[src/homing_ip_defs.vh]
// Constants shared by the homing and interpolated position logic.
// Assumes inclusion by bare name from every design file that needs it.
`ifndef HOMING_IP_DEFS_VH
`define HOMING_IP_DEFS_VH

// ------------
// Operating mode selector values
// ------------
`define MODE_HOMING 8'h06
`define MODE_INTERP 8'h07

// ------------
// Control and status bit positions
// ------------
`define CW_START_BIT 4
`define CW_HALT_BIT 8
`define SW_TARGET_BIT 10
`define SW_LIMIT_BIT 11
`define SW_ACTIVE_BIT 12
`define SW_ERROR_BIT 13
`define STATUS_RESET 16'h0000

// ------------
// Homing method numbers
// ------------
`define HM_FIRST 8'h01
`define HM_LIMIT_LAST 8'h02
`define HM_LEFT_LAST 8'h04
`define HM_RIGHT_LAST 8'h06
`define HM_POSLIM_LAST 8'h0a
`define HM_NEGLIM_LAST 8'h0e
`define HM_NOIDX_FIRST 8'h11
`define HM_NOIDX_LAST 8'h1e
`define HM_NOIDX_OFFSET 8'h10
`define HM_NEXT_IDX_NEG 8'h21
`define HM_NEXT_IDX_POS 8'h22
`define HM_CURRENT 8'h23

// ------------
// Homing reference kinds
// ------------
`define KIND_LIMIT 3'h0
`define KIND_HOME 3'h1
`define KIND_HOMELIM_POS 3'h2
`define KIND_HOMELIM_NEG 3'h3
`define KIND_NEXT_IDX 3'h4
`define KIND_CURRENT 3'h5

// ------------
// Timing
// ------------
`define MS_TICK_CYCLES 125000
`define TICK_W 17
`define DIV_STEPS 6'h21

`endif

[src/homing_ip_ctrl.v]
// Homing sequencer and interpolated position engine of the drive.
// Assumes all inputs but arst_n synchronous to sys_clk; switch levels are active high.
`timescale 1ns/1ps
`include "homing_ip_defs.vh"

// Contract
// - Method number selects edge, block, index, direction
// - Methods 1 to 14 end on index
// - Methods 17 to 30 skip index, same travel
// - Negative method number means block homing
// - Only listed negative methods accepted for block
// - Block homing needs closed loop
// - Block seen above current level, push timed
// - Methods 1/2 use negative/positive limit
// - Methods 3/4 left edge, 5/6 right
// - Methods 7-14 honour positive/negative limit
// - Methods 33/34 take next index only
// - Method 35 takes present position, any state
// - Mode value 7 selects interpolation
// - Control bit 4 activates interpolation
// - Halt release starts ramp; held halt stops
// - Halt set brakes with chosen deceleration
// - Status bit 10 target reached or stopped
// - Status bit 11 flags software limit breach
// - Status bit 12 shows interpolation active
// - Linear path to single buffered target; code buffers two targets
// - Interpolation follows SYNC once operational
// - Mode value 6 selects homing
// - Bit 4 runs homing until done, failed or cleared
// - Homing state on status bits 13, 12, 10
module homing_ip_ctrl #(
    parameter integer TICK_CYCLES = `MS_TICK_CYCLES
) (
    input wire sys_clk,
    input wire arst_n,
    input wire [7:0] mode_sel,
    input wire [15:0] control_word,
    input wire [7:0] homing_method,
    input wire closed_loop,
    input wire op_enabled,
    input wire nmt_operational,
    input wire sync_pulse,
    input wire lim_neg,
    input wire lim_pos,
    input wire home_sw,
    input wire index_pulse,
    input wire axis_speed_zero,
    input wire [15:0] motor_current,
    input wire [15:0] block_current_level,
    input wire [15:0] block_time_ms,
    input wire [2:0] halt_option,
    input wire [7:0] interp_period_ms,
    input wire buffer_enable,
    input wire [31:0] sw_limit_min,
    input wire [31:0] sw_limit_max,
    input wire [31:0] actual_position,
    input wire target_wr_valid,
    output wire target_wr_ready,
    input wire [31:0] target_wr_data,
    output reg [15:0] status_word,
    output reg [31:0] demand_position,
    output reg homing_move,
    output reg homing_dir_pos,
    output reg home_zero_set,
    output reg halt_brake,
    output reg [2:0] halt_decel_sel,
    output reg start_ramp
);

// ----------------------------------------------------------------
// Homing method decoding
// ----------------------------------------------------------------
localparam [6:0] ST_IDLE = 7'h01;
localparam [6:0] ST_SEARCH = 7'h02;
localparam [6:0] ST_PUSH = 7'h04;
localparam [6:0] ST_INDEX = 7'h08;
localparam [6:0] ST_SETTLE = 7'h10;
localparam [6:0] ST_DONE = 7'h20;
localparam [6:0] ST_ERROR = 7'h40;

// Returns {ok, index, block, right edge, start positive, kind}
function [7:0] decode_method;
    input [7:0] m;
    reg neg;
    reg ok;
    reg idx;
    reg right;
    reg dpos;
    reg [2:0] kind;
    reg [7:0] mag;
    reg [7:0] base;
    begin
        neg = m[7];
        mag = neg ? (8'h00 - m) : m;
        ok = 1'b0;
        idx = 1'b1;
        right = 1'b0;
        dpos = 1'b0;
        kind = `KIND_LIMIT;
        base = mag;
        if (mag >= `HM_NOIDX_FIRST && mag <= `HM_NOIDX_LAST) begin
            idx = 1'b0;
            base = mag - `HM_NOIDX_OFFSET;
        end
        if (base >= `HM_FIRST && base <= `HM_NEGLIM_LAST) begin
            ok = 1'b1;
            if (base <= `HM_LIMIT_LAST) begin
                dpos = (base == `HM_LIMIT_LAST);
            end else if (base <= `HM_LEFT_LAST) begin
                kind = `KIND_HOME;
                dpos = (base == `HM_LEFT_LAST - 8'h01);
            end else if (base <= `HM_RIGHT_LAST) begin
                kind = `KIND_HOME;
                right = 1'b1;
                dpos = (base == `HM_RIGHT_LAST);
            end else if (base <= `HM_POSLIM_LAST) begin
                kind = `KIND_HOMELIM_POS;
                right = (base >= `HM_POSLIM_LAST - 8'h01);
                dpos = 1'b1;
            end else begin
                kind = `KIND_HOMELIM_NEG;
                right = (base <= `HM_NEGLIM_LAST - 8'h02);
            end
        end
        if (mag == `HM_NEXT_IDX_NEG || mag == `HM_NEXT_IDX_POS) begin
            ok = 1'b1;
            kind = `KIND_NEXT_IDX;
            dpos = (mag == `HM_NEXT_IDX_POS);
        end
        if (mag == `HM_CURRENT) begin
            ok = 1'b1;
            idx = 1'b0;
            kind = `KIND_CURRENT;
        end
        if (neg) begin
            ok = ok & (kind != `KIND_HOME) & (mag <= `HM_NOIDX_LAST);
        end
        decode_method = {ok, idx, neg, right, dpos, kind};
    end
endfunction

// ----------------------------------------------------------------
// Reset release and millisecond tick
// ----------------------------------------------------------------
reg rst_meta;
reg rst_n;
reg [`TICK_W-1:0] tick_cnt;
reg ms_tick;

// Two-stage release of the asynchronous reset
always @(posedge sys_clk or negedge arst_n) begin
    if (!arst_n) begin
        rst_meta <= 1'b0;
        rst_n <= 1'b0;
    end else begin
        rst_meta <= 1'b1;
        rst_n <= rst_meta;
    end
end

// Tick counter realigned on every SYNC while operational
always @(posedge sys_clk or negedge rst_n) begin
    if (!rst_n) begin
        tick_cnt <= {`TICK_W{1'b0}};
        ms_tick <= 1'b0;
    end else if (sync_pulse && nmt_operational) begin
        tick_cnt <= {`TICK_W{1'b0}};
        ms_tick <= 1'b0;
    end else if ({15'h0000, tick_cnt} == TICK_CYCLES - 1) begin
        tick_cnt <= {`TICK_W{1'b0}};
        ms_tick <= 1'b1;
    end else begin
        tick_cnt <= tick_cnt + {{(`TICK_W-1){1'b0}}, 1'b1};
        ms_tick <= 1'b0;
    end
end

// ----------------------------------------------------------------
// Homing sequencer
// ----------------------------------------------------------------
reg [6:0] hstate;
reg [6:0] next_hstate;
reg h_idx;
reg h_block;
reg h_right;
reg h_dir;
reg next_h_dir;
reg [2:0] h_kind;
reg [15:0] push_ms;
reg start_prev;
reg home_prev;
reg index_prev;
reg next_zero_set;
wire [7:0] dec;
wire start_bit;
wire in_homing;
wire index_rise;
wire edge_hit;
wire obstacle;

assign dec = decode_method(homing_method);
assign start_bit = control_word[`CW_START_BIT];
assign in_homing = (mode_sel == `MODE_HOMING);
assign index_rise = index_pulse & ~index_prev;
assign edge_hit = (h_dir ^ h_right) ? (home_sw & ~home_prev) : (~home_sw & home_prev);
assign obstacle = h_block ? (motor_current > block_current_level) :
                  (h_dir ? lim_pos : lim_neg);

// Next homing state
always @* begin
    next_hstate = hstate;
    next_h_dir = h_dir;
    next_zero_set = 1'b0;
    case (hstate)
        ST_IDLE: begin
            if (in_homing && start_bit && !start_prev && dec[7] &&
                (!dec[5] || closed_loop)) begin
                if (dec[2:0] == `KIND_CURRENT) begin
                    next_hstate = ST_SETTLE;
                    next_zero_set = 1'b1;
                end else if (op_enabled) begin
                    next_hstate = ST_SEARCH;
                    next_h_dir = dec[3];
                end
            end
        end
        ST_SEARCH: begin
            if (h_kind == `KIND_NEXT_IDX) begin
                if (index_rise) begin
                    next_hstate = ST_SETTLE;
                    next_zero_set = 1'b1;
                end
            end else if (h_kind == `KIND_LIMIT) begin
                if (obstacle && h_block) begin
                    next_hstate = ST_PUSH;
                end else if (obstacle) begin
                    next_hstate = h_idx ? ST_INDEX : ST_SETTLE;
                    next_h_dir = ~h_dir;
                    next_zero_set = ~h_idx;
                end
            end else if (edge_hit) begin
                next_hstate = h_idx ? ST_INDEX : ST_SETTLE;
                next_zero_set = ~h_idx;
            end else if (obstacle) begin
                if (h_kind == `KIND_HOME) begin
                    next_hstate = ST_ERROR;
                end else begin
                    next_h_dir = ~h_dir;
                end
            end
        end
        ST_PUSH: begin
            if (push_ms >= block_time_ms) begin
                next_hstate = h_idx ? ST_INDEX : ST_SETTLE;
                next_h_dir = ~h_dir;
                next_zero_set = ~h_idx;
            end
        end
        ST_INDEX: begin
            if (index_rise) begin
                next_hstate = ST_SETTLE;
                next_zero_set = 1'b1;
            end
        end
        ST_SETTLE: begin
            if (axis_speed_zero) begin
                next_hstate = ST_DONE;
            end
        end
        ST_DONE: begin
            next_hstate = ST_DONE;
        end
        ST_ERROR: begin
            next_hstate = ST_ERROR;
        end
        default: begin
            next_hstate = ST_IDLE;
        end
    endcase
    if ((hstate & (ST_SEARCH | ST_PUSH | ST_INDEX)) != 7'h00) begin
        if (!op_enabled || (h_block && !closed_loop)) begin
            next_hstate = ST_ERROR;
            next_zero_set = 1'b0;
        end
    end
    if (!start_bit || !in_homing) begin
        next_hstate = ST_IDLE;
        next_zero_set = 1'b0;
    end
end

// Homing registers and drive outputs
always @(posedge sys_clk or negedge rst_n) begin
    if (!rst_n) begin
        hstate <= ST_IDLE;
        h_idx <= 1'b0;
        h_block <= 1'b0;
        h_right <= 1'b0;
        h_dir <= 1'b0;
        h_kind <= `KIND_LIMIT;
        push_ms <= 16'h0000;
        start_prev <= 1'b0;
        home_prev <= 1'b0;
        index_prev <= 1'b0;
        homing_move <= 1'b0;
        homing_dir_pos <= 1'b0;
        home_zero_set <= 1'b0;
    end else begin
        hstate <= next_hstate;
        h_dir <= next_h_dir;
        start_prev <= start_bit;
        home_prev <= home_sw;
        index_prev <= index_pulse;
        if (hstate == ST_IDLE) begin
            h_idx <= dec[6];
            h_block <= dec[5];
            h_right <= dec[4];
            h_kind <= dec[2:0];
        end
        if (hstate != ST_PUSH) begin
            push_ms <= 16'h0000;
        end else if (ms_tick) begin
            push_ms <= push_ms + 16'h0001;
        end
        homing_move <= ((next_hstate & (ST_SEARCH | ST_PUSH | ST_INDEX)) != 7'h00);
        homing_dir_pos <= next_h_dir;
        home_zero_set <= next_zero_set;
    end
end

// ----------------------------------------------------------------
// Interpolated position engine
// ----------------------------------------------------------------
reg [31:0] seg_target;
reg [7:0] seg_ticks;
reg [32:0] div_q;
reg [8:0] div_rem;
reg [5:0] div_cnt;
reg div_neg;
reg [32:0] step;
reg halt_prev;
wire ip_active;
wire halt_bit;
wire buf_valid;
wire [31:0] buf_data;
wire seg_pop;
wire [32:0] delta;
wire [7:0] period;
wire [8:0] rem_sh;
wire rem_ge;

assign halt_bit = control_word[`CW_HALT_BIT];
assign ip_active = (mode_sel == `MODE_INTERP) && control_word[`CW_START_BIT] && op_enabled;
assign period = (interp_period_ms == 8'h00) ? 8'h01 : interp_period_ms;
assign seg_pop = ip_active && nmt_operational && sync_pulse && !halt_bit && buf_valid &&
                 (seg_ticks == 8'h00) && (div_cnt == 6'h00);
assign delta = {buf_data[31], buf_data} - {demand_position[31], demand_position};
assign rem_sh = {div_rem[7:0], div_q[32]};
assign rem_ge = (rem_sh >= {1'b0, period});

// Target buffer, writable only while the host enables it
target_buffer #(
    .WIDTH(32)
) u_target_buffer (
    .clk(sys_clk),
    .rst_n(rst_n),
    .accept_en(buffer_enable),
    .in_valid(target_wr_valid),
    .in_ready(target_wr_ready),
    .in_data(target_wr_data),
    .out_valid(buf_valid),
    .out_ready(seg_pop),
    .out_data(buf_data)
);

// Segment divider and per-millisecond linear stepping
always @(posedge sys_clk or negedge rst_n) begin
    if (!rst_n) begin
        seg_target <= 32'h00000000;
        seg_ticks <= 8'h00;
        div_q <= 33'h000000000;
        div_rem <= 9'h000;
        div_cnt <= 6'h00;
        div_neg <= 1'b0;
        step <= 33'h000000000;
        demand_position <= 32'h00000000;
    end else if (!ip_active) begin
        seg_ticks <= 8'h00;
        div_cnt <= 6'h00;
        demand_position <= actual_position;
        seg_target <= actual_position;
    end else if (seg_pop) begin
        seg_target <= buf_data;
        div_neg <= delta[32];
        div_q <= delta[32] ? (33'h000000000 - delta) : delta;
        div_rem <= 9'h000;
        div_cnt <= `DIV_STEPS;
    end else if (div_cnt != 6'h00) begin
        div_rem <= rem_ge ? (rem_sh - {1'b0, period}) : rem_sh;
        div_q <= {div_q[31:0], rem_ge};
        div_cnt <= div_cnt - 6'h01;
        if (div_cnt == 6'h01) begin
            step <= div_neg ? (33'h000000000 - {div_q[31:0], rem_ge}) : {div_q[31:0], rem_ge};
            seg_ticks <= period;
        end
    end else if (ms_tick && !halt_bit && seg_ticks != 8'h00) begin
        seg_ticks <= seg_ticks - 8'h01;
        if (seg_ticks == 8'h01) begin
            demand_position <= seg_target;
        end else begin
            demand_position <= demand_position + step[31:0];
        end
    end
end

// Halt edges: braking selection and start ramp
always @(posedge sys_clk or negedge rst_n) begin
    if (!rst_n) begin
        halt_prev <= 1'b0;
        halt_brake <= 1'b0;
        halt_decel_sel <= 3'h0;
        start_ramp <= 1'b0;
    end else begin
        halt_prev <= halt_bit;
        halt_brake <= halt_bit;
        start_ramp <= halt_prev & ~halt_bit;
        if (halt_bit && !halt_prev) begin
            halt_decel_sel <= halt_option;
        end
    end
end

// ----------------------------------------------------------------
// Status word
// ----------------------------------------------------------------
reg [15:0] next_status;

// Mode-dependent status bits
always @* begin
    next_status = `STATUS_RESET;
    if (mode_sel == `MODE_INTERP) begin
        next_status[`SW_ACTIVE_BIT] = ip_active;
        next_status[`SW_LIMIT_BIT] = ($signed(demand_position) < $signed(sw_limit_min)) ||
                                     ($signed(demand_position) > $signed(sw_limit_max));
        next_status[`SW_TARGET_BIT] = halt_bit ? axis_speed_zero :
            (ip_active && seg_ticks == 8'h00 && div_cnt == 6'h00 &&
             actual_position == seg_target);
    end else if (in_homing) begin
        case (hstate)
            ST_IDLE: next_status[`SW_TARGET_BIT] = 1'b1;
            ST_SETTLE: next_status[`SW_ACTIVE_BIT] = 1'b1;
            ST_DONE: begin
                next_status[`SW_ACTIVE_BIT] = 1'b1;
                next_status[`SW_TARGET_BIT] = 1'b1;
            end
            ST_ERROR: begin
                next_status[`SW_ERROR_BIT] = 1'b1;
                next_status[`SW_TARGET_BIT] = axis_speed_zero;
            end
            default: next_status = `STATUS_RESET;
        endcase
    end
end

// Registered status output
always @(posedge sys_clk or negedge rst_n) begin
    if (!rst_n) begin
        status_word <= `STATUS_RESET;
    end else begin
        status_word <= next_status;
    end
end

endmodule

[src/target_buffer.v]
// Two-entry buffer for interpolation targets with valid/ready on both sides.
// Assumes one clock and an active-low reset already synchronised.
`timescale 1ns/1ps

module target_buffer #(
    parameter WIDTH = 32
) (
    input wire clk,
    input wire rst_n,
    input wire accept_en,
    input wire in_valid,
    output reg in_ready,
    input wire [WIDTH-1:0] in_data,
    output wire out_valid,
    input wire out_ready,
    output reg [WIDTH-1:0] out_data
);

reg [WIDTH-1:0] tail;
reg [1:0] count;
reg [1:0] next_count;
wire push;
wire pop;

assign push = in_valid & in_ready;
assign out_valid = (count != 2'h0);
assign pop = out_valid & out_ready;

// Occupancy after this cycle
always @* begin
    next_count = count;
    if (push & ~pop) begin
        next_count = count + 2'h1;
    end else if (pop & ~push) begin
        next_count = count - 2'h1;
    end
end

// Head register feeds the reader directly
always @(posedge clk or negedge rst_n) begin
    if (!rst_n) begin
        count <= 2'h0;
        in_ready <= 1'b0;
        out_data <= {WIDTH{1'b0}};
        tail <= {WIDTH{1'b0}};
    end else begin
        count <= next_count;
        in_ready <= accept_en & (next_count != 2'h2);
        if (push & ~pop) begin
            if (count == 2'h0) begin
                out_data <= in_data;
            end else begin
                tail <= in_data;
            end
        end else if (push & pop) begin
            if (count == 2'h1) begin
                out_data <= in_data;
            end else begin
                out_data <= tail;
                tail <= in_data;
            end
        end else if (pop) begin
            out_data <= tail;
        end
    end
end

endmodule

[config.mk]
export PLATFORM = sky130hd
export DESIGN_NAME = homing_ip_ctrl
export DESIGN_NICKNAME = d
export VERILOG_FILES = /design/src/homing_ip_ctrl.v /design/src/target_buffer.v
export VERILOG_INCLUDE_DIRS = /design/src
export SDC_FILE = /design/constraint.sdc
export NUM_CORES = 1
export LEC_CHECK = 0
export BUFFER_PORTS_ARGS = -buffer_cell sky130_fd_sc_hd__buf_2
export CAP_MARGIN = 15
export CORE_ASPECT_RATIO = 0.5
export CORE_MARGIN = 4
export CORE_UTILIZATION = 53
export CTS_CLUSTER_DIAMETER = 100
export DETAILED_ROUTE_END_ITERATION = 8
export HOLD_SLACK_MARGIN = 0.12
export PLACE_DENSITY = 0.74
export SYNTH_ARGS = -nofsm -noshare
export SYNTH_HDL_FRONTEND = slang
export SYNTH_SLANG_ARGS = --single-unit
[constraint.sdc]
create_clock -name sys_clk -period 20.7 [get_ports sys_clk]
set_input_delay 2.07 -clock sys_clk [delete_from_list [all_inputs] [get_ports sys_clk]]
set_output_delay 2.07 -clock sys_clk [all_outputs]
set_load 0.05 [all_outputs]
# Word level (Yosys, flattened, before mapping)
# Index checks and enable logic that the tools add are counted.
# totals
ff_bits	295
inputBits	232
word_cells	308
# op_classes
n_addsub	13
n_lt_le_gt_ge	15
n_eq_ne	45
muxes	120
n_bitwise	22
reduce_logical	61
# op_table
cell	n
2-to-1 mux 32 bit	17
2-to-1 mux 7 bit	16
2-to-1 mux 33 bit	3
2-to-1 mux 8 bit	11
2-to-1 mux 1 bit	50
case mux 7 bit (7 select lines)	1
2-to-1 mux 17 bit	2
subtractor 1 x 33 -> 33 bit (first input constant)	1
subtractor 32 x 32 -> 33 bit	1
adder 32 bit	1
equality test 32 bit	1
> comparator 32 bit	1
less-than comparator 32 bit	1
2-to-1 mux 16 bit	2
subtractor 1 x 32 -> 32 bit (first input constant)	1
equality test 8 x 3 -> 1 bit (second input constant)	3
equality test 8 x 6 -> 1 bit (second input constant)	3
<= comparator 8 x 4 -> 1 bit (second input constant)	3
logical AND 1 bit	23
!= test 2 bit (second input constant)	11
2-to-1 mux 6 bit	3
adder 17 x 1 -> 17 bit (second input constant)	1
equality test 17 bit (second input constant)	1
adder 16 x 1 -> 16 bit (second input constant)	1
other kinds (61)	118

# Logic depth before layout (Yosys ltp)
# Gate-level depths: netlist of the first run.
# depth
depth_word	25
depth_mapped	21

# Modules after synthesis
# A second synthesis of the first run with hierarchy kept.
# hier_totals
cells_unflattened	2544
area_unflattened_um2	21262.9
# by_module_without_submodules
module	n_inst	cells_per_inst	area_each_um2	seq_area_each_um2
homing_ip_ctrl	1	2276	18353.9	5406.4
target_buffer	1	268	2909.0	1676.6

# Worst setup path after synthesis of the first run
# OpenSTA, ideal clock, no wires.
# synth_timing
path_kind	input -> register
from	input port interp_period_ms[1]
to	register step[28]
setup_ns	0.134
arrival_ns	6.028
setup_slack_ns	14.538
path_stages	21
path_cell_list	nor4_1 a41o_1 ha_1 nor2b_1 o21ai_0 a21boi_0 o21ai_0 a21boi_0 o21a_1 o21ai_0 nand2_1 clkbuf_1 inv_1 ha_1 nand3b_1 or2_2 nand2b_1 or2_2 o31ai_1 xor2_1 o21ai_0
# synth_via
elab_chain_len	5
# synth_lines
element	line_no	text
from (decl)	homing_ip_ctrl.v:52	input wire [7:0] interp_period_ms,
logical NOT 8 bit	homing_ip_ctrl.v:354	assign period = (interp_period_ms == 8'h00) ? 8'h01 : interp_period_ms;
2-to-1 mux 8 bit *	homing_ip_ctrl.v:354	
greater-or-equal comparator 9 x 8 -> 1 bit *	homing_ip_ctrl.v:359	assign rem_ge = (rem_sh >= {1'b0, period});
subtractor 1 x 32 -> 32 bit *	homing_ip_ctrl.v:403	step <= div_neg ? (33'h000000000 - {div_q[31:0], rem_ge}) : {div_q[31:0], rem_ge};
2-to-1 mux 32 bit *	homing_ip_ctrl.v:403	
to (signal assigned)	homing_ip_ctrl.v:403	
to (decl)	homing_ip_ctrl.v:340	reg [32:0] step;
# Every way passes the cells marked *; elsewhere a longest branch is shown, timed or not.
# A chain may end at the register's enable or synchronous reset.

# Worst setup path in the final report of the first run
# Same ends and word-level chain as after synthesis.

==> flow_summary_export.csv, run 1 <==
group,metric,value,unit
run_status,outcome,"finished, final reports clean",
place,placed_area,0.02301,sq mm
cts,cts_buffer_depth,3,
finish,finalNonFillerCells,3275,
cts,ctsHoldBuffers,0,
pwr,power,2.202,mW
timing,slew_viol_final,0,
timing,tns,0,ns
worst_setup_path,crit_top_cell,"o21ai_0",
hold_path,hp-class,"reg -> reg",
timing,worst_pin_slew,1.158,ns
cts,clock_sinks,283,
finish,num-nets-final,3133,
flow_run,maxCapViolations,0,
yosys,ys_seq_area_frac,0.3337,
global_routing,antenna_found_initial,8,
worst_setup_path,crit_family,"simple AND/OR/NAND/NOR gates",
yosys,yosys.cell_types.count,91,
finish,drive_above_1_share,0.1456,
place,place_congestion,0.9380,
detailed_routing,wl,62380,um
cts,root_buffer,"clkbuf_16",
yosys,synth_top_area_cell,"dfrtp_1",
finish,stdcell_area,0.02402,sq mm
worst_setup_path,cp_num_cells,22,
worst_setup_path,cp-startpoint,"interp_period_ms[1]",
yosys,synthFlopType,"dfrtp_1",
cts,cts_made_buffers,29,
finish,areaGrowthSynthToFinish,13.19,%
yosys,synth.top_cell.area_share,0.3325,
floorplanning,start_util,0.5417,
global_routing,track_usage,0.2811,
floorplanning,chipHeight,149.5,um
global_routing,grt_pass1_vias,18709,
detailed_routing,drtIter0Drc,1707,
worst_setup_path,cp-endpoint,"step[28]$_DFFE_PN0P_",
worst_setup_path,worst_setup_path_end_kind,"flop",
worst_setup_path,critPathKind,"in -> reg",
worst_setup_path,crit_chain,"buf_2, nor4_1, a41o_1, ha_1, nor2b_1, o21ai_0, a21boi_0, o21ai_0, a21boi_0, o21a_1, o21ai_0, buf_4, nand2_1, inv_1, ha_1, nand3b_1, or2_2, nand2b_1, or2_2, o31ai_1, xor2_1, o21ai_0",
cts,path_clk_slew,0.07,ns
pwr,leakagePower,11.60,nW
detailed_routing,ant_nets,0,
yosys,synth_seq_cells,283,
yosys,syn_area,0.02122,sq mm
pwr,power.density,91.67,mW/mm^2
place,dp_slack,13.74,ns
cts,cts_max_level,1,
yosys,synthTopCellsByArea,"dfrtp_1, ha_1, o21ai_0, a21oi_1, nand2_1",
cts,cts_resized,0,
pwr,ir_worst_vdd,0.06171,mV
worst_setup_path,reg2reg_depth,19,
worst_setup_path,max_stage_delay,0.41,ns
timing,worst_slack,14.22,ns
worst_setup_path,regToRegSetupSlack,15.91,ns
detailed_routing,vias,19336,
worst_setup_path,arrival,6.91,ns
global_routing,grt_pass1_wl,98950,um
yosys,synth-edff-count,0,
worst_setup_path,required,21.13,ns
yosys,avgSynthCellArea,8.510,sq um
worst_setup_path,path_max_fanout,14,
timing,max-slew-margin-rel,0.2258,
floorplanning,design.die.area,0.04351,sq mm
floorplanning,pin_count,289,
timing,rsz0062_at_grt,"false",
cts,clock_latency,0.57,ns
detailed_routing,drcViolationCount,0,
cts,post_cts_buffers,0,
global_routing,grt_max_degree,82,
place,numPortBuffers,262,
yosys,synthTopCellsByCount,"dfrtp_1, nand2_1, o21ai_0",
timing,finalSetupViolCount,0,
timing,fin_crit,6.477,ns
timing,fmax,154.4,MHz
worst_setup_path,start_kind,"input port",
global_routing,grt-ovfl-total,0,
yosys,yosys_warnings,0,
detailed_routing,firstDrtPassIters,5,
place,hpwlAfterDp,47500,um
cts,cts_tree,"built",
timing,period_share,0.3129,
yosys,synthArstFlopShare,1.000,
place,dp_cells,3217,
worst_setup_path,cp_num_buf_inv,3,
timing,skew,0.01444,ns
floorplanning,rows,51,
worst_setup_path,reg2reg_to,"step[28]$_DFFE_PN0P_",
detailed_routing,viasPerCell,5.904,
yosys,synthCells,2494,
worst_setup_path,timing.rr.start,"div_rem[0]$_DFFE_PN0P_",
worst_setup_path,crit_slowest_cell,"or2_2",
floorplanning,dieWidth,291.0,um
detailed_routing,wire_per_inst,19.05,um
timing,hold_viol,0,
floorplanning,coreArea,0.03918,sq mm
yosys,yosysMostFrequentCell,"dfrtp_1",
==> layout by cell type, fill, tap and decap left out, drive strengths merged, types with 38 or more instances in the layout <==
cell	n
dfrtp	282
buf	282
nand2	249
o21ai	239
a21oi	190
nor2	182
ha	180
inv	177
xor2	94
xnor2	88
mux2i	79
nand3	61
a21o	41
clkbuf	38
==> flip-flops by register name (all words and copies together), names as in the netlist, 2 cells and up <==
name and cells:
div_q 33, div_rem 8, tick_cnt 17, status_word 4, hstate 7, seg_ticks 8, demand_position 32, push_ms 16
halt_decel_sel 3, u_target_buffer.count 2, h_kind 3, seg_target 32, u_target_buffer.tail 32, step 32, u_target_buffer.out_data 32, div_cnt 6
==> per-layer routing <==
layer	share of wire	up-vias	GRT usage	wire (um)
met5	0.00080	-	0	50
met4	0.034	8	0.09282	2138
li1	-	9329	-	-
met2	0.43	724	0.4430	26940
met1	0.43	9137	0.3727	27110
met3	0.099	138	0.08527	6147
==> report_power, final <==
| group | switching [mW] | leakage (nW) | internal [mW] | total, mW |
|---|---|---|---|---|
| sequential | 0.104 | 3.59 | 0.632 | 0.737 |
| clock | 0.237 | 0.485 | 0.318 | 0.556 |
| combinational | 0.537 | 7.53 | 0.373 | 0.910 |
==> final cells by class <==
class | instances | area [sq um]
Antenna cell | 4 | 10.01
Timing Repair Buffer | 282 | 1461
Multi-Input combinational cell | 1947 | 13140
Sequential cell | 283 | 7087
Clock inverter | 16 | 182.7
Tap cell | 530 | 663.1
Fill cell | 3480 | 15160
Inverter | 175 | 656.9
Clock buffer | 38 | 819.5
==> stage by stage <==
step           hold slack, ns    util
2_1_floorplan          0.3312       -
6_report               0.3497  0.6132
5_1_grt                0.3721  0.6132
3_5_place_dp           0.3379  0.5873
4_1_cts                0.3526  0.6129
3_3_place_gp           0.3380  0.5873
==> worst min-delay path by stage <==
stage                            start              end  slack [ns]  cells after the start
finish              rst_meta$_DFF_PN0_  rst_n$_DFF_PN0_        0.35                      0
global route        rst_meta$_DFF_PN0_  rst_n$_DFF_PN0_        0.37                      0
CTS                 rst_meta$_DFF_PN0_  rst_n$_DFF_PN0_        0.35                      0
detailed placement  rst_meta$_DFF_PN0_  rst_n$_DFF_PN0_        0.34                      0
global placement    rst_meta$_DFF_PN0_  rst_n$_DFF_PN0_        0.34                      0
floorplan           rst_meta$_DFF_PN0_  rst_n$_DFF_PN0_        0.33                      0
==> logic make-up after synthesis <==
group                    count (synthesis)  synth area share
multiplexers                           116           0.05689
other                                    2         0.0003538
adder cells (fa/ha/maj)                184            0.1094
AO/OA/AOI/OAI                          696            0.2013
buffers and inverters                  275           0.05129
XOR/XNOR                               182           0.07510
AND/OR/NAND/NOR                        756            0.1720
flip-flops                             283            0.3337
(Power assumes the default switching activity.)
==> run 2: changes to the inputs <==
Settings changed: ABC_AREA set to 1, PLACE_DENSITY 0.74 to 0.77.
Clock period 20.7 ns to 5.7 ns, I/O delays scaled along.
==> run 2 against run 1 <==
Power rose to 3.7 times the previous value. Global-route usage rose by 2.9 points. Sequential share of layout area fell by 1.5 points. Die area grew 5.9%. Largest cell class unchanged. Highest routed layer is now met4.
==> flow_summary_export.csv, run 2 <==
group,metric,value,unit
detailed_routing,ant_nets,0,
flow_run,maxCapViolations,0,
worst_setup_path,arrival,4.55,ns
yosys,synthFlopType,"dfrtp_1",
global_routing,grt-ovfl-total,0,
timing,period_share,0.7227,
detailed_routing,drtIter0Drc,2290,
finish,top_register,"div_q",
place,hpwlAfterDp,58290,um
yosys,synthTopCellsByArea,"dfrtp_1, nand2_1, ha_1, inv_1, a21oi_1",
worst_setup_path,crit_top_cell,"nand2_1",
global_routing,track_usage,0.3103,
timing,fin_crit,4.120,ns
worst_setup_path,path_max_fanout,12,
worst_setup_path,critPathKind,"reg -> reg",
detailed_routing,wire_per_inst,18.51,um
finish,final_common_cell,"nand2_1",
worst_setup_path,crit_slowest_cell,"dfrtp_1",
yosys,synth_top_area_cell,"dfrtp_1",
cts,cts_tree,"built",
yosys,synthTopCellsByCount,"nand2_1, inv_1, dfrtp_1",
global_routing,grt_most_used_layer,"met2",
pwr,ir_worst_vdd,0.2507,mV
finish,drive_above_1_share,0.1332,
hold_path,hp-class,"in -> reg",
global_routing,met1_usage,0.4387,
worst_setup_path,crit_chain,"ha_1, a21oi_1, o21ai_1, nand2_1, nand2_1, a21oi_1, o21ai_1, nand2_1, nand2_1, nand2_1, nand2_1, buf_4, inv_1, ha_1, nand2_1, nor2_1, nand2_1, nor3_1, nand4_1, o41ai_1, o21ai_0, xnor2_1, o21ai_1",
yosys,synth_seq_cells,283,
worst_setup_path,required,6.13,ns
yosys,avgSynthCellArea,7.189,sq um
worst_setup_path,start_kind,"flop",
timing,rsz0062_at_grt,"false",
yosys,ys_seq_area_frac,0.3145,
global_routing,met2_usage,0.4778,
detailed_routing,vias,22453,
timing,skew,0.02571,ns
finish,num-nets-final,3789,
place,placed_area,0.02434,sq mm
floorplanning,coreArea,0.04198,sq mm
finish,largest_reg_flops,33,
floorplanning,pin_count,289,
yosys,synthCells,3133,
floorplanning,chipHeight,153.8,um
timing,hold_viol,0,
floorplanning,start_util,0.5366,
yosys,yosys.cell_types.count,72,
timing,timing.hold.ws,0.1434,ns
yosys,synth-edff-count,0,
cts,clock_sinks,283,
detailed_routing,drcViolationCount,0,
yosys,yosysMostFrequentCell,"nand2_1",
yosys,synthArstFlopShare,1.000,
timing,max-slew-margin-rel,0.2886,
place,dp_cells,3916,
cts,cts_made_buffers,29,
finish,stdcell_area,0.02528,sq mm
worst_setup_path,max_stage_delay,0.40,ns
cts,path_clk_slew,0.06,ns
global_routing,antenna_found_initial,1,
floorplanning,dieWidth,299.5,um
detailed_routing,viasPerCell,5.653,
detailed_routing,firstDrtPassIters,6,
place,place_congestion,1.014,
cts,clock_latency,0.59,ns
timing,tns,0,ns
pwr,power.density,326.1,mW/mm^2
cts,cts_buffer_depth,3,
detailed_routing,wl,73520,um
run_status,outcome,"finished, final reports clean",
floorplanning,rows,53,
finish,finalNonFillerCells,3972,
floorplanning,design.die.area,0.04606,sq mm
place,numPortBuffers,262,
cts,root_buffer,"clkbuf_16",
worst_setup_path,worst_setup_path_end_kind,"flop",
global_routing,grt_max_degree,97,
timing,slew_viol_final,0,
pwr,leakagePower,13.25,nW
global_routing,grt_pass1_vias,20848,
timing,worst_pin_slew,1.066,ns
finish,areaGrowthSynthToFinish,12.25,%
global_routing,grt_pass1_wl,113700,um
timing,fmax,242.7,MHz
yosys,yosys_warnings,0,
cts,cts_max_level,1,
finish,mostFrequentLayoutCells,"nand2_1, inv_1, dfrtp_1, nor2_1, buf_2",
yosys,synth.top_cell.area_share,0.3133,
global_routing,met3_usage,0.08650,
worst_setup_path,cp_num_buf_inv,2,
timing,finalSetupViolCount,0,
worst_setup_path,crit_family,"compound AO/OA/AOI/OAI gates",
yosys,syn_area,0.02252,sq mm
==> run 2: cell types whose count changed in the layout (fill, tap and decap cells not counted), sizes merged, moves of 34 or more <==
cell    delta
mux2      -34
inv      +366
mux2i     -77
nor2     +115
o221ai    +35
a21oi     +42
nand3     +79
nand2    +400
nor2b     -34
xnor2     -59
o211ai    +64
==> run 2: what timing repair did <==
item / CTS / global route
hold buffers: 3 / 0
resized for setup: 0 / 0
endpoints found under the hold margin: 4 / 0
buffers inserted: 0 / 0
==> run 2: worst register-to-register path, cell delays in order (launching register included) <==
cell     delay (ns)
dfrtp_1        0.40
ha_1           0.37
a21oi_1        0.14
o21ai_1        0.09
nand2_1        0.08
nand2_1        0.05
a21oi_1        0.20
o21ai_1        0.09
nand2_1        0.06
nand2_1        0.06
nand2_1        0.07
nand2_1        0.06
buf_4          0.18
inv_1          0.21
ha_1           0.24
nand2_1        0.10
nor2_1         0.20
nand2_1        0.10
nor3_1         0.24
nand4_1        0.17
o41ai_1        0.40
o21ai_0        0.21
xnor2_1        0.19
o21ai_1        0.09
==> run 2: layout make-up <==
cell class / count / area, sq um
Fill cell: 3858 / 16690
Multi-Input combinational cell: 2234 / 13050
Sequential cell: 283 / 7087
Inverter: 544 / 2042
Timing Repair Buffer: 282 / 1494
Clock buffer: 42 / 824.5
Tap cell: 577 / 721.9
Clock inverter: 9 / 62.56
Antenna cell: 1 / 2.502
==> run 2: kinds of logic after synthesis <==
family | share of synthesized area
AND/OR/NAND/NOR | 0.2458
AO/OA/AOI/OAI | 0.1805
buffers and inverters | 0.1090
flip-flops | 0.3145
adder cells (fa/ha/maj) | 0.1027
XOR/XNOR | 0.04483
multiplexers | 0.002389
other | 0.0003334
==> run 2: through the flow <==
stage               setup slack, ns    util  total power, mW
floorplan                     1.065       -            5.235
global placement              1.206  0.5799            6.225
detailed placement            1.158  0.5799            6.286
CTS                           1.664  0.6017            8.153
global route                  1.138  0.6022            8.759
finish                        1.580  0.6023            8.244
==> run 2: report_power, final <==
group	total, mW	switching, mW	internal, mW
Clock	1.86	0.858	1.00
Combinational	3.92	2.73	1.19
Sequential	2.46	0.177	2.29
==> run 2: worst paths after layout <==
check | start | endpoint | slack [ns] | depth (start not counted)
worst max-delay path | div_rem[1]$_DFFE_PN0P_ | step[28]$_DFFE_PN0P_ | 1.58 | 23
worst min-delay path | control_word[4] | start_prev$_DFF_PN0_ | 0.14 | 1
worst max register to register | div_rem[1]$_DFFE_PN0P_ | step[28]$_DFFE_PN0P_ | 1.58 | 23
worst min register to register | rst_meta$_DFF_PN0_ | rst_n$_DFF_PN0_ | 0.36 | 0
max in group asynchronous | rst_n$_DFF_PN0_ | u_target_buffer.tail[2]$_DFFE_PN0P_ | 3.84 | 1
min in group asynchronous | arst_n | rst_n$_DFF_PN0_ | 0.30 | 2
==> run 2: layer usage <==
metal,part of all wire,wire length [um]
met1,0.43,31870
met2,0.43,31680
met3,0.11,8385
met4,0.022,1590
met5,0,0
==> run 3: changes to the inputs <==
Settings changed: ABC_AREA 1 to 0, PLACE_DENSITY 0.77 to 0.74.
Clock period 5.7 ns to 4.1 ns, I/O delays scaled along.
==> run 3 against run 2 <==
Hold slack got worse by 0.012 ns. Register-to-register slack worse by 1.3 ns. Die area decreased by 5.5%. Sequential power grew 50%. Final cell count fell by 15%. Clock power rose by 53%. Fmax increased by 6.5%. Design area down 0.66%. First-iteration DRC count decreased by 16%. Count of clock-buffer cells in the layout is the same. Largest cell class unchanged.
==> flow_summary_export.csv, run 3 (synthesis gave the netlist of run 1 again) <==
group,metric,value,unit
cts,cts_tree,"built",
flow_run,maxCapViolations,0,
finish,regArea,0.007087,sq mm
floorplanning,chipHeight,149.5,um
timing,rsz0062_at_grt,"false",
hold_path,hp-class,"in -> reg",
worst_setup_path,required,4.55,ns
place,dp_slack,-0.08141,ns
floorplanning,start_util,0.5417,
global_routing,grt_pass1_wl,102100,um
floorplanning,pin_count,289,
worst_setup_path,path_max_fanout,5,
global_routing,grt_max_degree,112,
finish,areaGrowthSynthToFinish,18.33,%
pwr,leakagePower,12.17,nW
hold_path,hold_end,"demand_position[10]$_DFFE_PN0P_",
detailed_routing,ant_nets,0,
place,placed_area,0.02351,sq mm
floorplanning,coreArea,0.03918,sq mm
detailed_routing,firstDrtPassIters,6,
global_routing,track_usage,0.2907,
timing,slew_viol_final,0,
finish,num-nets-final,3247,
detailed_routing,vias,20096,
cts,cts_made_buffers,29,
timing,tns,0,ns
detailed_routing,drtIter0Drc,1928,
place,hpwlAfterDp,49600,um
cts,cts_max_level,1,
worst_setup_path,reg2reg_depth,16,
worst_setup_path,timing.rr.start,"u_target_buffer.out_data[0]$_DFFE_PN0P_",
cts,root_buffer,"clkbuf_16",
timing,skew,0.02332,ns
finish,fill_cells,3302,
worst_setup_path,start_kind,"flop",
timing,max-slew-margin-rel,0.2688,
floorplanning,rows,51,
worst_setup_path,worst_setup_path_end_kind,"flop",
cts,clock_sinks,283,
timing,period_share,0.9433,
worst_setup_path,regToRegSetupSlack,0.23,ns
pwr,power.density,454.3,mW/mm^2
finish,drive_above_1_share,0.1658,
floorplanning,design.die.area,0.04351,sq mm
cts,cts_buffer_depth,3,
place,place_congestion,0.9731,
detailed_routing,drcViolationCount,0,
finish,top_register,"div_q",
finish,multi_input_area,0.01321,sq mm
timing,fmax,258.6,MHz
finish,largest_reg_flops,33,
timing,worst_slack,0.2323,ns
timing,worst_pin_slew,1.097,ns
detailed_routing,wire_per_inst,19.27,um
timing,finalSetupViolCount,0,
worst_setup_path,critPathKind,"reg -> reg",
finish,utilization,0.6410,
pwr,ir_worst_vdd,0.3087,mV
global_routing,grt-ovfl-total,0,
cts,clock_latency,0.57,ns
floorplanning,dieWidth,291.0,um
cts,path_clk_slew,0.07,ns
worst_setup_path,arrival,4.32,ns
global_routing,antenna_found_initial,3,
finish,mostFrequentLayoutCells,"dfrtp_1, buf_2, nand2_1, o21ai_0, a21oi_1",
worst_setup_path,cp-startpoint,"u_target_buffer.out_data[0]$_DFFE_PN0P_",
place,dp_cells,3276,
run_status,outcome,"finished, final reports clean",
global_routing,grt_pass1_vias,19139,
detailed_routing,viasPerCell,5.939,
finish,finalNonFillerCells,3384,
worst_setup_path,reg2reg_to,"div_q[31]$_DFFE_PN0P_",
hold_path,hp-start,"actual_position[10]",
finish,stdcell_area,0.02512,sq mm
timing,hold_viol,0,
finish,final_common_cell,"dfrtp_1",
hold_path,min_path_cells,3,
timing,fin_crit,3.868,ns
place,numPortBuffers,262,
detailed_routing,wl,65230,um
## run 3: cell count changes in the layout (fill, tap and decap cells not counted), sizes merged, moves of 35 or more
cell	previous run	this run
nor2	297	182
a21oi	232	190
mux2i	2	79
nand2	649	249
nand3	140	61
buf	279	346
dlygate4sd3	3	50
o221ai	38	3
xnor2	29	88
o211ai	87	23
inv	543	176
## run 3: what timing repair did
action | 4_1_cts | 5_1_grt
buffers inserted | 0 | 5
hold endpoints to repair | 57 | 0
setup endpoints to repair | 0 | 16
hold buffers | 50 | 0
resized for setup | 0 | 10
## run 3: critical path, cell delays in order (launching register included)
cell,delay [ns]
dfrtp_1,0.39
inv_1,0.06
ha_1,0.14
inv_1,0.05
fa_2,0.36
a211o_1,0.32
a21oi_4,0.15
nor3b_1,0.10
or3_4,0.40
a2111oi_4,0.34
o211ai_2,0.19
nor4_4,0.26
buf_4,0.19
nand4b_4,0.17
o41ai_4,0.41
xnor2_1,0.15
a21oi_1,0.07
## run 3: worst max-delay path by stage
stage,endpoint,depth (start not counted)
2_1_floorplan,div_q[27]$_DFFE_PN0P_,13
3_3_place_gp,step[30]$_DFFE_PN0P_,21
3_5_place_dp,step[28]$_DFFE_PN0P_,21
4_1_cts,div_q[27]$_DFFE_PN0P_,15
5_1_grt,div_q[31]$_DFFE_PN0P_,16
6_report,div_q[31]$_DFFE_PN0P_,16
## run 3: power by group
part | switching, mW | internal [mW]
Combinational | 2.83 | 2.05
Clock | 1.18 | 1.67
Sequential | 0.489 | 3.19
## run 3: cell type report
cell class	instances	area share
diodes	1	0.00009964
clock buffers	42	0.03482
clock inverters	10	0.005480
inverters	175	0.02615
multi-input cells	1947	0.5261
flip-flops and latches	283	0.2822
well taps	530	0.02640
repair buffers	396	0.09874
## run 3: routing by layer
| layer | vias up | track usage | part of all wire |
|---|---|---|---|
| met3 | 145 | 0.06229 | 0.094 |
| met5 | - | 0 | 0.00020 |
| met4 | 2 | 0.09135 | 0.035 |
| met1 | 9507 | 0.3904 | 0.42 |
| met2 | 876 | 0.4750 | 0.45 |
| li1 | 9566 | - | - |
## run 3: per-stage QoR
stage	hold slack, ns	power (mW)
global route	0.1265	12.11
CTS	0.1204	11.25
floorplan	0.1144	7.054
detailed placement	0.2003	8.357
finish	0.1316	11.41
global placement	0.1972	8.242
